$ cat src/rtl/mshr_pkg.sv
// Constants and types for the motor speed holding register bank
package mshr_pkg;

    // Clock and one-second timing base
    localparam int CLK_PERIOD_NS = 4;
    localparam int SECOND_NS     = 1000000000;
    localparam int TICK_CYCLES   = SECOND_NS / CLK_PERIOD_NS;

    // Function codes and exception codes
    localparam logic [7:0] FUNC_RD_HOLD = 8'h03;
    localparam logic [7:0] FUNC_WR_ONE  = 8'h06;
    localparam logic [7:0] FUNC_WR_MANY = 8'h10;
    localparam logic [7:0] EXC_NONE     = 8'h00;
    localparam logic [7:0] EXC_FUNC     = 8'h01;
    localparam logic [7:0] EXC_ADDR     = 8'h02;
    localparam logic [7:0] EXC_DATA     = 8'h03;

    // Span of register numbers served here, reserved holes included
    localparam logic [15:0] MAP_FIRST = 16'h000d;
    localparam logic [15:0] MAP_LAST  = 16'h0028;

    // Register indices
    localparam int NREG       = 10;
    localparam int IDX_UPPER  = 0;
    localparam int IDX_LOWER  = 1;
    localparam int IDX_OFF_EN = 2;
    localparam int IDX_THR    = 3;
    localparam int IDX_STYLE  = 4;
    localparam int IDX_DUR    = 5;
    localparam int IDX_REMOTE = 6;
    localparam int IDX_ANALOG = 7;
    localparam int IDX_RUN    = 8;
    localparam int IDX_FORCE  = 9;

    // Per register: number, reset value, legal minimum and maximum
    localparam logic [15:0] REG_NUM [NREG] = '{
        16'h000d, 16'h000e, 16'h000f, 16'h0010, 16'h0011,
        16'h0012, 16'h0013, 16'h0014, 16'h0015, 16'h001f};
    localparam logic [15:0] REG_RST [NREG] = '{
        16'h0064, 16'h001e, 16'h0000, 16'h0000, 16'h0001,
        16'h000a, 16'h0000, 16'h0000, 16'h003c, 16'h0000};
    localparam logic [15:0] REG_MIN [NREG] = '{
        16'h004b, 16'h001e, 16'h0000, 16'h0000, 16'h0000,
        16'h0000, 16'h0000, 16'h0000, 16'h0000, 16'h001e};
    localparam logic [15:0] REG_MAX [NREG] = '{
        16'h0064, 16'h0046, 16'h0001, 16'h0064, 16'h0001,
        16'h003c, 16'h0001, 16'h0001, 16'h00c8, 16'h0064};
    // Zero is legal outside the min..max span
    localparam logic [NREG-1:0] REG_ZERO_OK = 10'h200;

    // Off-level threshold bounds per input direction
    localparam logic [15:0] THR_ASC_MAX = 16'h0028;
    localparam logic [15:0] THR_DSC_MIN = 16'h003c;
    localparam logic [15:0] THR_DSC_MAX = 16'h0064;

    typedef enum logic [1:0] {PH_IDLE, PH_START, PH_RUN} mshr_phase_t;

endpackage

$ cat src/rtl/mshr_reg_cell.sv
// One holding register with its power-up value
`timescale 1ns/10ps
module mshr_reg_cell #(
    parameter logic [15:0] RST_VAL = 16'h0000
) (
    // Clock and reset
    input  wire logic        clk_i,
    input  wire logic        rst_b_i,
    // Qualified write
    input  wire logic        wr_i,
    input  wire logic [15:0] data_i,
    // Stored value
    output logic      [15:0] q_o
);
    import mshr_pkg::*;

    logic [15:0] q_reg;
    logic [15:0] q_next;

    always_comb begin
        q_next = wr_i ? data_i : q_reg;
    end

    always_ff @(posedge clk_i) begin
        if (!rst_b_i) begin
            q_reg <= RST_VAL;
        end else begin
            q_reg <= q_next;
        end
    end

    assign q_o = q_reg;
endmodule

$ cat src/rtl/mshr_run_timer.sv
// Start phase followed by operation phase, counted in seconds
`timescale 1ns/10ps
module mshr_run_timer (
    // Clock and reset
    input  wire logic                 clk_i,
    input  wire logic                 rst_b_i,
    // Control
    input  wire logic                 en_i,
    input  wire logic                 trig_i,
    input  wire logic                 tick_i,
    input  wire logic [7:0]           start_dur_i,
    input  wire logic [7:0]           run_time_i,
    // Status
    output mshr_pkg::mshr_phase_t     phase_o,
    output logic      [7:0]           remain_o
);
    import mshr_pkg::*;

    mshr_phase_t phase_reg;
    mshr_phase_t phase_next;
    logic [7:0]  cnt_reg;
    logic [7:0]  cnt_next;
    logic        trig_reg;
    logic        go;

    assign go = trig_i && !trig_reg;

    always_comb begin
        phase_next = phase_reg;
        cnt_next   = cnt_reg;
        case (phase_reg)
            PH_IDLE: begin
                if (en_i && go) begin
                    phase_next = PH_START;
                    cnt_next   = start_dur_i;
                end
            end
            PH_START: begin
                if (tick_i) begin
                    if (cnt_reg == 8'h00) begin
                        // Operation time comes on top of start time
                        phase_next = PH_RUN;
                        cnt_next   = run_time_i;
                    end else begin
                        cnt_next = cnt_reg - 8'h01;
                    end
                end
            end
            PH_RUN: begin
                if (tick_i) begin
                    if (cnt_reg == 8'h00) begin
                        phase_next = PH_IDLE;
                    end else begin
                        cnt_next = cnt_reg - 8'h01;
                    end
                end
            end
            default: phase_next = PH_IDLE;
        endcase
        if (!en_i) begin
            phase_next = PH_IDLE;
            cnt_next   = 8'h00;
        end
    end

    always_ff @(posedge clk_i) begin
        if (!rst_b_i) begin
            phase_reg <= PH_IDLE;
            cnt_reg   <= 8'h00;
            trig_reg  <= 1'b0;
        end else begin
            phase_reg <= phase_next;
            cnt_reg   <= cnt_next;
            trig_reg  <= trig_i;
        end
    end

    assign phase_o  = phase_reg;
    assign remain_o = cnt_reg;
endmodule

$ cat src/rtl/mshr_top.sv
// Holding register bank 13..40 with mode gating and operation timer
// Behaviour
// - Upper output limit 75..100 percent of supply, power-up value 100.
// - Lower output limit 30..70 percent of supply, power-up value 30.
// - Off-level enable, 0 off, 1 on, power-up value 0.
// - Off-level threshold 0..40 ascending or 60..100 descending, default 0.
// - Start style select, 0 soft start, 1 kick start, default 1.
// - Start duration 0..60 whole seconds, default 10.
// - Remote input function, 0 normal, 1 timer, default 0.
// - Analogue input function, 0 normal, 1 logic, default 0.
// - Operation time 0..200 seconds, default 60, used in timer/logic mode.
// - Operation time runs after, not inside, the start duration.
// - Timer runs only in Modbus mode with timer or logic mode set.
// - Override value 0 or 30..100, applied only while override enabled.
// - Legal writes accepted in either mode; settings act only in Modbus mode.
// - Serve read holding, write single and write multiple functions only.
// - Mode 0 standalone with local controls, 1 Modbus mode.
// - Override enable gives direct output control, only in Modbus mode.
`timescale 1ns/10ps
module mshr_top #(
    parameter int TICK_CYCLES = mshr_pkg::TICK_CYCLES
) (
    // Clock and reset
    input  wire logic        clk_i,
    input  wire logic        rst_b_i,
    // Decoded request, one register word per cycle
    input  wire logic        req_valid_i,
    input  wire logic [7:0]  req_func_i,
    input  wire logic [15:0] req_addr_i,
    input  wire logic [15:0] req_wdata_i,
    // Answer
    output logic             rsp_valid_o,
    output logic      [15:0] rsp_rdata_o,
    output logic             rsp_exc_o,
    output logic      [7:0]  rsp_exc_code_o,
    // Device state held outside this bank
    input  wire logic        modbus_mode_i,
    input  wire logic        override_en_i,
    input  wire logic        asc_mode_i,
    input  wire logic        remote_in_i,
    input  wire logic        analog_logic_in_i,
    // Settings in force
    output logic      [15:0] upper_limit_o,
    output logic      [15:0] lower_limit_o,
    output logic             off_level_en_o,
    output logic      [15:0] off_level_thr_o,
    output logic             kick_start_o,
    output logic      [15:0] start_dur_o,
    output logic             remote_timer_o,
    output logic             analog_logic_o,
    output logic      [15:0] run_time_o,
    output logic             force_active_o,
    output logic      [15:0] force_level_o,
    // Timer status
    output logic             start_phase_o,
    output logic             run_phase_o
);
    import mshr_pkg::*;

    ////////////////////////////////////////////////////////////////////
    // Request decode

    logic            is_read;
    logic            is_write;
    logic            in_map;
    logic [NREG-1:0] match;
    logic [NREG-1:0] legal;
    logic [15:0]     q [NREG];
    logic            wr_go;
    logic            hit;
    logic            hit_legal;
    logic [15:0]     rd_data;

    assign is_read  = req_func_i == FUNC_RD_HOLD;
    assign is_write = req_func_i == FUNC_WR_ONE
                   || req_func_i == FUNC_WR_MANY;
    assign in_map   = req_addr_i >= MAP_FIRST && req_addr_i <= MAP_LAST;
    // Reserved holes fall through with no match
    assign wr_go    = req_valid_i && is_write && in_map;

    ////////////////////////////////////////////////////////////////////
    // Register cells

    for (genvar g = 0; g < NREG; g++) begin : g_cell
        assign match[g] = req_addr_i == REG_NUM[g];
        if (g == IDX_THR) begin : g_thr
            // Legal span follows the analogue input direction
            assign legal[g] = asc_mode_i
                ? req_wdata_i <= THR_ASC_MAX
                : req_wdata_i >= THR_DSC_MIN
                  && req_wdata_i <= THR_DSC_MAX;
        end else begin : g_std
            assign legal[g] = (req_wdata_i >= REG_MIN[g]
                               && req_wdata_i <= REG_MAX[g])
                           || (REG_ZERO_OK[g] && req_wdata_i == 16'h0000);
        end
        mshr_reg_cell #(
            .RST_VAL (REG_RST[g])
        ) u_cell (
            .clk_i   (clk_i),
            .rst_b_i (rst_b_i),
            .wr_i    (wr_go && match[g] && legal[g]),
            .data_i  (req_wdata_i),
            .q_o     (q[g])
        );
    end

    always_comb begin
        hit       = 1'b0;
        hit_legal = 1'b0;
        rd_data   = 16'h0000;
        for (int i = 0; i < NREG; i++) begin
            if (match[i]) begin
                hit       = 1'b1;
                hit_legal = legal[i];
                rd_data   = q[i];
            end
        end
    end

    ////////////////////////////////////////////////////////////////////
    // Answer

    logic        rsp_valid_reg;
    logic        rsp_valid_next;
    logic [15:0] rsp_rdata_reg;
    logic [15:0] rsp_rdata_next;
    logic        rsp_exc_reg;
    logic        rsp_exc_next;
    logic [7:0]  rsp_code_reg;
    logic [7:0]  rsp_code_next;

    always_comb begin
        rsp_valid_next = req_valid_i;
        rsp_rdata_next = 16'h0000;
        rsp_exc_next   = 1'b0;
        rsp_code_next  = EXC_NONE;
        if (req_valid_i) begin
            if (!is_read && !is_write) begin
                rsp_exc_next  = 1'b1;
                rsp_code_next = EXC_FUNC;
            end else if (!in_map) begin
                rsp_exc_next  = 1'b1;
                rsp_code_next = EXC_ADDR;
            end else if (is_write && hit && !hit_legal) begin
                rsp_exc_next  = 1'b1;
                rsp_code_next = EXC_DATA;
            end else if (is_read) begin
                rsp_rdata_next = rd_data;
            end else begin
                // Write answer echoes the word
                rsp_rdata_next = req_wdata_i;
            end
        end
    end

    always_ff @(posedge clk_i) begin
        if (!rst_b_i) begin
            rsp_valid_reg <= 1'b0;
            rsp_rdata_reg <= 16'h0000;
            rsp_exc_reg   <= 1'b0;
            rsp_code_reg  <= EXC_NONE;
        end else begin
            rsp_valid_reg <= rsp_valid_next;
            rsp_rdata_reg <= rsp_rdata_next;
            rsp_exc_reg   <= rsp_exc_next;
            rsp_code_reg  <= rsp_code_next;
        end
    end

    assign rsp_valid_o    = rsp_valid_reg;
    assign rsp_rdata_o    = rsp_rdata_reg;
    assign rsp_exc_o      = rsp_exc_reg;
    assign rsp_exc_code_o = rsp_code_reg;

    ////////////////////////////////////////////////////////////////////
    // One-second tick

    logic [31:0] tick_cnt_reg;
    logic [31:0] tick_cnt_next;
    logic        tick;

    assign tick = tick_cnt_reg == 32'(TICK_CYCLES - 1);

    always_comb begin
        tick_cnt_next = tick ? 32'h0000_0000 : tick_cnt_reg + 32'h0000_0001;
    end

    always_ff @(posedge clk_i) begin
        if (!rst_b_i) begin
            tick_cnt_reg <= 32'h0000_0000;
        end else begin
            tick_cnt_reg <= tick_cnt_next;
        end
    end

    ////////////////////////////////////////////////////////////////////
    // Operation timer

    logic        timer_en;
    logic        timer_trig;
    mshr_phase_t phase;

    assign timer_en   = modbus_mode_i
        && (q[IDX_REMOTE][0] || q[IDX_ANALOG][0]);
    assign timer_trig = (q[IDX_REMOTE][0] && remote_in_i)
                     || (q[IDX_ANALOG][0] && analog_logic_in_i);

    mshr_run_timer u_timer (
        .clk_i       (clk_i),
        .rst_b_i     (rst_b_i),
        .en_i        (timer_en),
        .trig_i      (timer_trig),
        .tick_i      (tick),
        .start_dur_i (q[IDX_DUR][7:0]),
        .run_time_i  (q[IDX_RUN][7:0]),
        .phase_o     (phase),
        .remain_o    ()
    );

    ////////////////////////////////////////////////////////////////////
    // Settings in force

    // Standalone mode hands control to local switches; outputs show defaults, reads still return stored values
    logic [15:0] eff      [NREG];
    logic [15:0] eff_reg  [NREG];
    logic        force_next;
    logic        force_reg;
    logic        start_ph_reg;
    logic        run_ph_reg;

    always_comb begin
        for (int i = 0; i < NREG; i++) begin
            eff[i] = modbus_mode_i ? q[i] : REG_RST[i];
        end
        force_next = modbus_mode_i && override_en_i;
    end

    always_ff @(posedge clk_i) begin
        if (!rst_b_i) begin
            for (int i = 0; i < NREG; i++) begin
                eff_reg[i] <= REG_RST[i];
            end
            force_reg    <= 1'b0;
            start_ph_reg <= 1'b0;
            run_ph_reg   <= 1'b0;
        end else begin
            for (int i = 0; i < NREG; i++) begin
                eff_reg[i] <= eff[i];
            end
            force_reg    <= force_next;
            start_ph_reg <= phase == PH_START;
            run_ph_reg   <= phase == PH_RUN;
        end
    end

    assign upper_limit_o   = eff_reg[IDX_UPPER];
    assign lower_limit_o   = eff_reg[IDX_LOWER];
    assign off_level_en_o  = eff_reg[IDX_OFF_EN][0];
    assign off_level_thr_o = eff_reg[IDX_THR];
    assign kick_start_o    = eff_reg[IDX_STYLE][0];
    assign start_dur_o     = eff_reg[IDX_DUR];
    assign remote_timer_o  = eff_reg[IDX_REMOTE][0];
    assign analog_logic_o  = eff_reg[IDX_ANALOG][0];
    assign run_time_o      = eff_reg[IDX_RUN];
    assign force_active_o  = force_reg;
    assign force_level_o   = eff_reg[IDX_FORCE];
    assign start_phase_o   = start_ph_reg;
    assign run_phase_o     = run_ph_reg;
endmodule
$ cat config.mk
export PLATFORM = sky130hd
export DESIGN_NAME = mshr_top
export DESIGN_NICKNAME = d
export VERILOG_FILES = /design/src/rtl/mshr_pkg.sv /design/src/rtl/mshr_reg_cell.sv /design/src/rtl/mshr_run_timer.sv /design/src/rtl/mshr_top.sv
export SDC_FILE = /design/constraint.sdc
export NUM_CORES = 1
export LEC_CHECK = 0
export BUFFER_PORTS_ARGS = -buffer_cell sky130_fd_sc_hd__buf_2
export CAP_MARGIN = 10
export CORE_ASPECT_RATIO = 1.2
export CORE_MARGIN = 4
export CORE_UTILIZATION = 55
export CTS_BUF_LIST = sky130_fd_sc_hd__clkbuf_4
export DETAILED_ROUTE_END_ITERATION = 16
export GPL_ROUTABILITY_DRIVEN = 0
export PLACE_DENSITY = 0.77
export SKIP_LAST_GASP = 1
export SLEW_MARGIN = 25
export SYNTH_ARGS = -nofsm -noshare
export SYNTH_HDL_FRONTEND = slang
export SYNTH_SLANG_ARGS = --single-unit
export TNS_END_PERCENT = 100
$ cat constraint.sdc
create_clock -name clk_i -period 4.35 [get_ports clk_i]
set_input_delay 0.2175 -clock clk_i [delete_from_list [all_inputs] [get_ports clk_i]]
set_output_delay 0.2175 -clock clk_i [all_outputs]
set_load 0.1 [all_outputs]
==> After elaboration in Yosys (flattened, before gate mapping) <==
Memory sizes are Yosys's and may differ from the RTL's.
Cells that the tools add are included.
{ "word_totals": {"ff_bits": 232, "ramBits": 160, "out_inout_bits": 129, "word_cells": 204, "memories": 1} }
{ "mem_list": {"columns": ["name", "depth", "word_bits", "read_ports", "rd_clocked_by_memory_dff", "wr", "line", "source"], "rows": [
  ["eff_reg", 10, 16, 10, 0, 10, "mshr_top.sv:226", "logic [15:0] eff_reg [NREG];"]
]} }
{ "classes": {"add_sub_neg": 2, "n_lt_le_gt_ge": 12, "eq_ne": 22, "muxes": 72, "n_bitwise": 13, "reduce_logical": 59} }
{ "ops": {"columns": ["cell", "count"], "rows": [
  ["$mux 16", 31],
  ["$eq 16x5->1 const B", 7],
  ["$eq 16x4->1 const B", 3],
  ["$le 16x6->1 const B", 3],
  ["$mux 8", 5],
  ["$logic_and 1x1->1", 39],
  ["$add 32x1->32 const B", 1],
  ["$eq 32x28->1 const B", 1],
  ["$le 16x7->1 const B", 2],
  ["$mux 1", 27],
  ["$pmux 8 s3", 1],
  ["$ge 16x1->1 const B", 1],
  ["$ge 16x4->1 const B", 1],
  ["$ge 16x5->1 const B", 1],
  ["$ge 16x6->1 const B", 1],
  ["$ge 16x7->1 const B", 1],
  ["$le 16x1->1 const B", 1],
  ["$le 16x8->1 const B", 1],
  ["$logic_not 16->1", 1],
  ["$mux 2", 7],
  ["$or 1x1->1", 10],
  ["$reduce_and 5->1", 2],
  ["$eq 8x2->1 const B", 1],
  ["$eq 8x3->1 const B", 1],
  ["other kinds (18)", 31]
]} }

==> Longest topological paths before layout <==
Gate-level depths: netlist of the first run.
{ "logic_depth": {"ltp_word": 17, "depth_mapped": 10, "depth_no_buf": 8} }

==> Modules after synthesis <==
A second synthesis of the first run with hierarchy kept.
{ "unflattened": {"hier_cells": 1363, "hier_area_um2": 13839.5} }
{ "modules_own_cells": {"columns": ["module", "instances", "cells_each", "area_per_inst_um2", "seq_area_each_um2"], "rows": [
  ["mshr_top", 1, 746, 6845.3, 3103.0],
  ["mshr_reg_cell (g_cell[2].u_cell ...)", 5, 51, 615.6, 320.3],
  ["mshr_reg_cell (g_cell[1].u_cell ...)", 2, 51, 605.6, 320.3],
  ["mshr_run_timer", 1, 107, 873.3, 220.2],
  ["mshr_reg_cell (g_cell[4].u_cell)", 1, 51, 613.1, 320.3],
  ["mshr_reg_cell (g_cell[5].u_cell)", 1, 51, 610.6, 320.3],
  ["mshr_reg_cell (g_cell[0].u_cell)", 1, 51, 608.1, 320.3]
]} }

==> Worst setup path before layout of the first run <==
No wires, ideal clock.
{ "synth_timing": {"path_kind": "input port to flip-flop", "startpoint": "in req_func_i[3]", "endpoint": "reg g_cell[4].u_cell.q_reg[10]", "t_arrival_ns": 2.219, "path_slack_ns": 2.015, "path_stages": 9, "n_path_buf": 3, "path_cell_list": "or4_4 -> buf_6 -> a2111oi_4 -> o2111a_2 -> and2_1 -> buf_4 -> nand4_4 -> buf_6 -> and3_1"} }
{ "synth_via": {"elab_chain_len": 6, "word_cells_on_any_way": 7, "cone_classes": "2 x eq/ne; 5 x reduce/logical"} }
{ "synth_lines": {"columns": ["element", "line", "source"], "rows": [
  ["from (decl)", "mshr_top.sv:28", "input wire logic [7:0] req_func_i,"],
  ["$eq 8x3->1 / $eq 8x5->1 (equally long branches)", "mshr_top.sv:75, mshr_top.sv:76", null],
  ["$logic_or 1x1->1 (*)", "mshr_top.sv:76", "|| req_func_i == FUNC_WR_MANY;"],
  ["$logic_and 1x1->1 (*) (2 in series)", "mshr_top.sv:79", "assign wr_go = req_valid_i && is_write && in_map;"],
  ["$logic_and 1x1->1 (*) (2 in series)", "mshr_top.sv:102", ".wr_i (wr_go && match[g] && legal[g]),"],
  ["to (signal assigned)", "mshr_reg_cell.sv:28", "q_reg <= q_next;"],
  ["to (decl)", "mshr_reg_cell.sv:17", "logic [15:0] q_reg;"]
]} }
Every way passes the cells marked *; elsewhere a longest branch is shown, timed or not.
A chain may end at the register's enable or synchronous reset.

==> Worst setup path after layout of the first run <==
{ "layout_timing": {"startpoint": "in req_wdata_i[14]", "endpoint": "reg rsp_rdata_reg[0] (netlist: rsp_rdata_o[0])"} }
{ "layout_via": {"elab_chain_len": 15, "word_cells_on_any_way": 33, "cone_classes": "10 x order compare; 11 x mux; 12 x reduce/logical"} }
{ "layout_lines": {"columns": ["element", "line", "source"], "rows": [
  ["from (decl)", "mshr_top.sv:30", "input wire logic [15:0] req_wdata_i,"],
  ["$ge 16x7->1 / $le 16x7->1 (equally long branches)", "mshr_top.sv:93, mshr_top.sv:91, mshr_top.sv:94", null],
  ["$logic_and 1x1->1", "mshr_top.sv:94", "&& req_wdata_i <= REG_MAX[g])"],
  ["$mux 1 (9 in series)", "mshr_top.sv:113", "if (match[i]) begin"],
  ["$mux 1 (*)", "mshr_top.sv:113", null],
  ["$logic_not 1->1 (*)", "mshr_top.sv:145", "end else if (is_write && hit && !hit_legal) begin"],
  ["$logic_and 1x1->1 (*)", "mshr_top.sv:145", null],
  ["$reduce_or 5->1 (no source line) (*)", null, null],
  ["to (signal assigned)", "mshr_top.sv:165", "rsp_rdata_reg <= rsp_rdata_next;"],
  ["to (decl)", "mshr_top.sv:126", "logic [15:0] rsp_rdata_reg;"]
]} }
Marked as above.

==> results of run 1 <==
==> per-layer routing <==
layer / wire [µm] / part of all wire, % / up-vias
met3: 2450 / 7.2 / 112
met2: 16300 / 48 / 494
met5: 13 / 0.038 / -
met4: 1520 / 4.5 / 2
met1: 13700 / 40 / 4987
li1: - / - / 5077
==> worst min-delay path by stage <==
stage                                              start  cells after the start                              endpoint
finish                                    req_wdata_i[8]                      3             rsp_rdata_o[8]$_SDFF_PP0_
global placement    g_cell[2].u_cell.q_o[7]$_SDFFE_PN0P_                      1  g_cell[2].u_cell.q_o[7]$_SDFFE_PN0P_
floorplan                                 req_wdata_i[6]                      2  g_cell[9].u_cell.q_o[6]$_SDFFE_PN0P_
detailed placement  g_cell[2].u_cell.q_o[4]$_SDFFE_PN0P_                      1  g_cell[2].u_cell.q_o[4]$_SDFFE_PN0P_
global route                              req_wdata_i[8]                      3             rsp_rdata_o[8]$_SDFF_PP0_
CTS                                        req_func_i[6]                      4          rsp_exc_code_o[0]$_SDFF_PN0_
==> placed cells by master, fill, tap and decap left out, types with 17 or more instances in the layout <==
cell | Yosys | routed
and3_1 | 175 | 175
and2_1 | 34 | 34
clkbuf_4 | 0 | 110
nor2_1 | 109 | 109
buf_2 | 8 | 169
mux2i_1 | 54 | 54
nor3_1 | 18 | 18
nand2_1 | 72 | 72
inv_1 | 20 | 20
dfxtp_1 | 326 | 326
dlygate4sd3_1 | 0 | 24
clkinv_1 | 0 | 17
a22oi_1 | 20 | 20
nand3_1 | 37 | 37
xor2_1 | 20 | 20
o21ai_0 | 56 | 56
a21oi_1 | 50 | 50
mux2_2 | 18 | 18
==> power breakdown <==
| group | switching (mW) | leakage, nW | internal (mW) | total, mW |
|---|---|---|---|---|
| Combinational | 0.177 | 3.61 | 0.0652 | 0.242 |
| Sequential | 0.00320 | 2.63 | 2.99 | 2.99 |
| Clock | 1.17 | 0.573 | 1.29 | 2.46 |
| Total | 1.35 | 6.81 | 4.34 | 5.69 |
==> repair_timing <==
item / 4_1_cts / 5_1_grt
hold buffers: 24 / 0
endpoints found under the setup margin: 0 / 0
endpoints found under the hold margin: 82 / 0
==> critical path: cells and delay by family <==
family / cells / cell delay, ps
AO/OA/AOI/OAI: 4 / 1160
buffers and inverters: 2 / 710
AND/OR/NAND/NOR: 3 / 1610
==> per-stage QoR <==
stage	util [%]	setup WS [ps]	instances
2_1_floorplan	-	2020	1314
3_3_place_gp	60.1	1190	1678
3_5_place_dp	60.1	1170	1678
4_1_cts	65.6	1330	1837
5_1_grt	65.6	1050	1838
6_report	65.6	1180	1838
==> area by class of cell <==
type                    count  area, µm²  area share, %
flip-flops and latches    326       6530           44.2
multi-input cells         870       5640           38.2
repair buffers            207       1190           8.09
clock buffers             110        826           5.59
well taps                 279        349           2.36
clock inverters            25        161           1.09
inverters                  20       75.1          0.508
diodes                      1       2.50         0.0169
==> cells by family (layout without fill, tap and decap cells) <==
kind of cell	Yosys count	count (layout)	share of synthesized area, %
mux	74	74	6.23
simple gates	544	544	24.1
compound gates	210	210	11.3
flops	326	326	51.6
other cells	1	7	0.0297
xor+xnor	30	30	2.08
fa+ha+maj	6	6	0.594
buf+inv	118	362	4.06
==> flow_metrics.env, run 1 <==
export IMPL_outcome="complete, no violations"
export IMPL_dr_pass1_iters=6
export IMPL_synthMostInstantiatedCell="dfxtp_1"
export IMPL_grt_util_met3_pct=5.45
export IMPL_power_density_nw_per_um2=386
export IMPL_worstMarginPinSlew_ps=959
export IMPL_grt_total_usage_pct=26.0
export IMPL_syn_inst=1309
export IMPL_wl_per_cell_um=18.5
export IMPL_die_y_um=174
export IMPL_grt_ovfl_total=0
export IMPL_reg2reg_slack_ps=1860
export IMPL_crit_end="rsp_rdata_o[0]$_SDFF_PP0_"
export IMPL_critPathLaunchType="input port"
export IMPL_grt_pass1_vias=10400
export IMPL_initial_core_util_pct=56.2
export IMPL_finalMaxSlewViolations=0
export IMPL_ir_worst_vdd_uv=207
export IMPL_report_final_hold_viol_count=0
export IMPL_avgSynthCellArea_um2=9.66
export IMPL_rows=60
export IMPL_finalSetupViolCount=0
export IMPL_synthArstFlopShare_pct=0
export IMPL_cts_sinks=326
export IMPL_critPathLaunch="req_wdata_i[14]"
export IMPL_grt_pass1_wl_um=54300
export IMPL_ys_top_cells_by_count="dfxtp_1, and3_1, nor2_1"
export IMPL_root_buffer="clkbuf_4"
export IMPL_cp_required_ps=4890
export IMPL_synth_ff_type="dfxtp_1"
export IMPL_post_synth_top_area_fraction_pct=51.6
export IMPL_arrival_ps=3710
export IMPL_grt_start_max_net_pins=149
export IMPL_total_power_mw=5.69
export IMPL_final_setup_tns_ps=0
export IMPL_path_max_fanout=16
export IMPL_vias_per_cell=5.81
export IMPL_holdWs_ps=46.1
export IMPL_r2r_end="u_timer.remain_o[7]$_SDFFE_PN0P_"
export IMPL_max_cap_violations=0
export IMPL_placed_area_um2=13500
export IMPL_largest_reg_flops=160
export IMPL_synth_top_cell_by_area="dfxtp_1"
export IMPL_yosysSeqAreaShare_pct=51.6
export IMPL_drt_wl_total_um=34000
export IMPL_io_pins=177
export IMPL_synth_edf_count=0
export IMPL_num_vias=10700
export IMPL_cts_buffers=78
export IMPL_cts_resized=0
export IMPL_worstRegToRegCells=6
export IMPL_insertion_delay_ps=700
export IMPL_fin_skew_ps=41.1
export IMPL_synthDistinctLibCells=79
export IMPL_crit_type="input port to flip-flop"
export IMPL_synth_warnings=0
export IMPL_crit_chain="dlygate4sd3_1 -> buf_2 -> nor4_1 -> nand3b_1 -> nor4_1 -> a22oi_1 -> a41o_1 -> a21bo_2 -> a311oi_1"
export IMPL_rr_startpoint="u_timer.remain_o[2]$_SDFFE_PN0P_"
export IMPL_cpPeakStageDelay_ps=740
export IMPL_antenna_found_initial=2
export IMPL_drive_gt1_share_pct=23.4
export IMPL_clk_path_buf_depth=3
export IMPL_critPathMostFrequentCell="nor4_1"
export IMPL_min_period_over_period_pct=72.9
export IMPL_dpl_hpwl_um=22900
export IMPL_tritoncts="yes"
export IMPL_drc=0
export IMPL_p_leak_nw=6.81
export IMPL_clk_pin_slew_ps=70
export IMPL_area_delta_synth_final_pct=16.8
export IMPL_fillers=1835
export IMPL_worstHoldPathType="input port to flip-flop"
export IMPL_synth_area_um2=12600
export IMPL_place_port_buffers=170
export IMPL_antenna_left=0
export IMPL_dr_first_iter_drc_count=859
export IMPL_cp_slowest_cell="nor4_1"
export IMPL_use_met2_pct=43.0
export IMPL_use_met1_pct=31.8
export IMPL_fmax_ghz=0.315
export IMPL_ys_ff_latch=326
export IMPL_busiest_layer="met2"
export IMPL_rsz0062_at_grt="false"
export IMPL_finalInstanceArea_um2=14800
export IMPL_die_x_um=146
export IMPL_htree_levels=3
export IMPL_end_kind="flip-flop"
export IMPL_core_area_um2=22500
export IMPL_layout_nets=1557
export IMPL_design_die_area_um2=25500
export IMPL_cts_setup_buffers=0
export IMPL_slew_headroom_pct=35.5
export IMPL_fin_crit_ps=3170
export IMPL_synthTopCellsByArea="dfxtp_1, and3_1, mux2i_1"
No activity file was read; power rests on OpenSTA's default activity.
==> inputs of run 2 (changes only) <==
- clock period: 4.35 -> 3.28 ns (I/O delays scaled with it)
==> flow_metrics.env, run 2 (synthesized netlist as in run 1, its figures left out) <==
export IMPL_ir_worst_vdd_uv=250
export IMPL_critPathLaunch="req_wdata_i[8]"
export IMPL_core_area_um2=22500
export IMPL_rows=60
export IMPL_fillers=1846
export IMPL_grt_start_max_net_pins=138
export IMPL_rr_startpoint="tick_cnt_reg[0]$_SDFF_PP0_"
export IMPL_clk_pin_slew_ps=70
export IMPL_grt_pass1_wl_um=55800
export IMPL_place_port_buffers=170
export IMPL_pre_cts_ws_ps=441
export IMPL_dr_pass1_iters=6
export IMPL_min_period_over_period_pct=85.1
export IMPL_vias_per_cell=5.77
export IMPL_reg2reg_slack_ps=860
export IMPL_rsz0062_at_grt="false"
export IMPL_design_die_area_um2=25500
export IMPL_path_max_fanout=16
export IMPL_htree_levels=3
export IMPL_grt_pass1_vias=10700
export IMPL_cts_buffers=77
export IMPL_worstRegToRegCells=7
export IMPL_mostFrequentLayoutCell="dfxtp_1"
export IMPL_area_delta_synth_final_pct=18.5
export IMPL_root_buffer="clkbuf_4"
export IMPL_fmax_ghz=0.358
export IMPL_slew_headroom_pct=34.6
export IMPL_cp_required_ps=3790
export IMPL_p_leak_nw=6.94
export IMPL_end_kind="flip-flop"
export IMPL_finalSetupViolCount=0
export IMPL_critPathLaunchType="input port"
export IMPL_antenna_left=0
export IMPL_die_x_um=146
export IMPL_outcome="complete, no violations"
export IMPL_max_cap_violations=0
export IMPL_io_pins=177
export IMPL_arrival_ps=3300
export IMPL_insertion_delay_ps=730
export IMPL_grt_ovfl_total=0
export IMPL_die_y_um=174
export IMPL_num_vias=10800
export IMPL_tritoncts="yes"
export IMPL_crit_end="rsp_rdata_o[12]$_SDFF_PP0_"
export IMPL_report_final_hold_viol_count=0
export IMPL_worstHoldPathType="input port to flip-flop"
export IMPL_fin_crit_ps=2790
export IMPL_final_cell_mix="dfxtp_1, and3_1, buf_2, clkbuf_4, nor2_1"
export IMPL_drt_wl_total_um=34700
export IMPL_antenna_found_initial=1
export IMPL_power_density_nw_per_um2=502
export IMPL_grt_total_usage_pct=26.8
export IMPL_dpl_hpwl_um=23600
export IMPL_worstMarginPinSlew_ps=981
export IMPL_clk_path_buf_depth=3
export IMPL_drive_gt1_share_pct=24.5
export IMPL_r2r_end="u_timer.remain_o[1]$_SDFFE_PN0P_"
export IMPL_cts_sinks=326
export IMPL_final_setup_tns_ps=0
export IMPL_initial_core_util_pct=56.2
export IMPL_finalMaxSlewViolations=0
export IMPL_fin_skew_ps=65.3
export IMPL_drc=0
export IMPL_layout_nets=1585
export IMPL_fin_ws_ps=490
export IMPL_largest_reg_flops=160
export IMPL_crit_type="input port to flip-flop"
export IMPL_wl_per_cell_um=18.6
export IMPL_dr_first_iter_drc_count=921
-- run 2: metrics by stage --
stage	instances	power, mW	instance area, µm²	hold WS (ps)	utilization (%)
6_report	1866	7.52	15000	66.0	66.6
5_1_grt	1866	7.84	15000	51.1	66.6
4_1_cts	1865	7.58	15000	20.9	66.5
3_5_place_dp	1700	4.36	13700	413	60.8
3_3_place_gp	1700	4.36	13700	410	60.8
2_1_floorplan	1314	4.26	12700	308	-
-- run 2: repair_timing --
action / CTS / global route
endpoints found under the hold margin: 107 / 0
resized for setup: 0 / 0
hold buffers: 31 / 0
setup buffers: 0 / 0
-- run 2: worst max-delay path, stage by stage --
cell	delay (ps)
dlygate4sd3_1	530
buf_2	140
nor4_1	360
buf_4	210
nand3b_1	180
nor4_1	460
a22oi_1	160
a41o_1	220
a21bo_2	360
nor4_1	520
-- run 2: cell type report --
cell class	instances	area [µm²]	area share, %
inverter	20	75.1	0.501
tap	279	349	2.33
sequential	326	6530	43.5
antenna	1	2.50	0.0167
clock inverter	22	131	0.877
timing repair buffer	236	1430	9.54
multi-input combinational	870	5630	37.6
clock buffer	112	841	5.61
-- run 2: how the worst min path moves through the flow --
stage,start,to,slack [ps],cells after the start
floorplan,req_wdata_i[6],g_cell[9].u_cell.q_o[6]$_SDFFE_PN0P_,310,2
global placement,override_en_i,force_active_o$_SDFF_PN0_,410,2
detailed placement,override_en_i,force_active_o$_SDFF_PN0_,410,2
CTS,req_addr_i[4],rsp_exc_code_o[1]$_SDFF_PP0_,20,4
global route,req_addr_i[4],rsp_exc_code_o[1]$_SDFF_PP0_,50,4
finish,req_addr_i[4],rsp_exc_code_o[1]$_SDFF_PP0_,70,4
-- run 2: per-layer routing --
layer  wire length, µm  track usage (%)  vias up  part of all wire (%)
li1                  -                -     5134                     -
met1             13800             33.2     5013                    40
met2             16900             45.0      511                    49
met3              2580             4.93      109                   7.4
met4              1380             13.1        0                   4.0
met5                 0                0        -                     0
-- run 2: power breakdown --
| part | switching [mW] | internal, mW |
|---|---|---|
| clock | 1.56 | 1.66 |
| combinational | 0.240 | 0.0988 |
| sequential | 0.00422 | 3.96 |
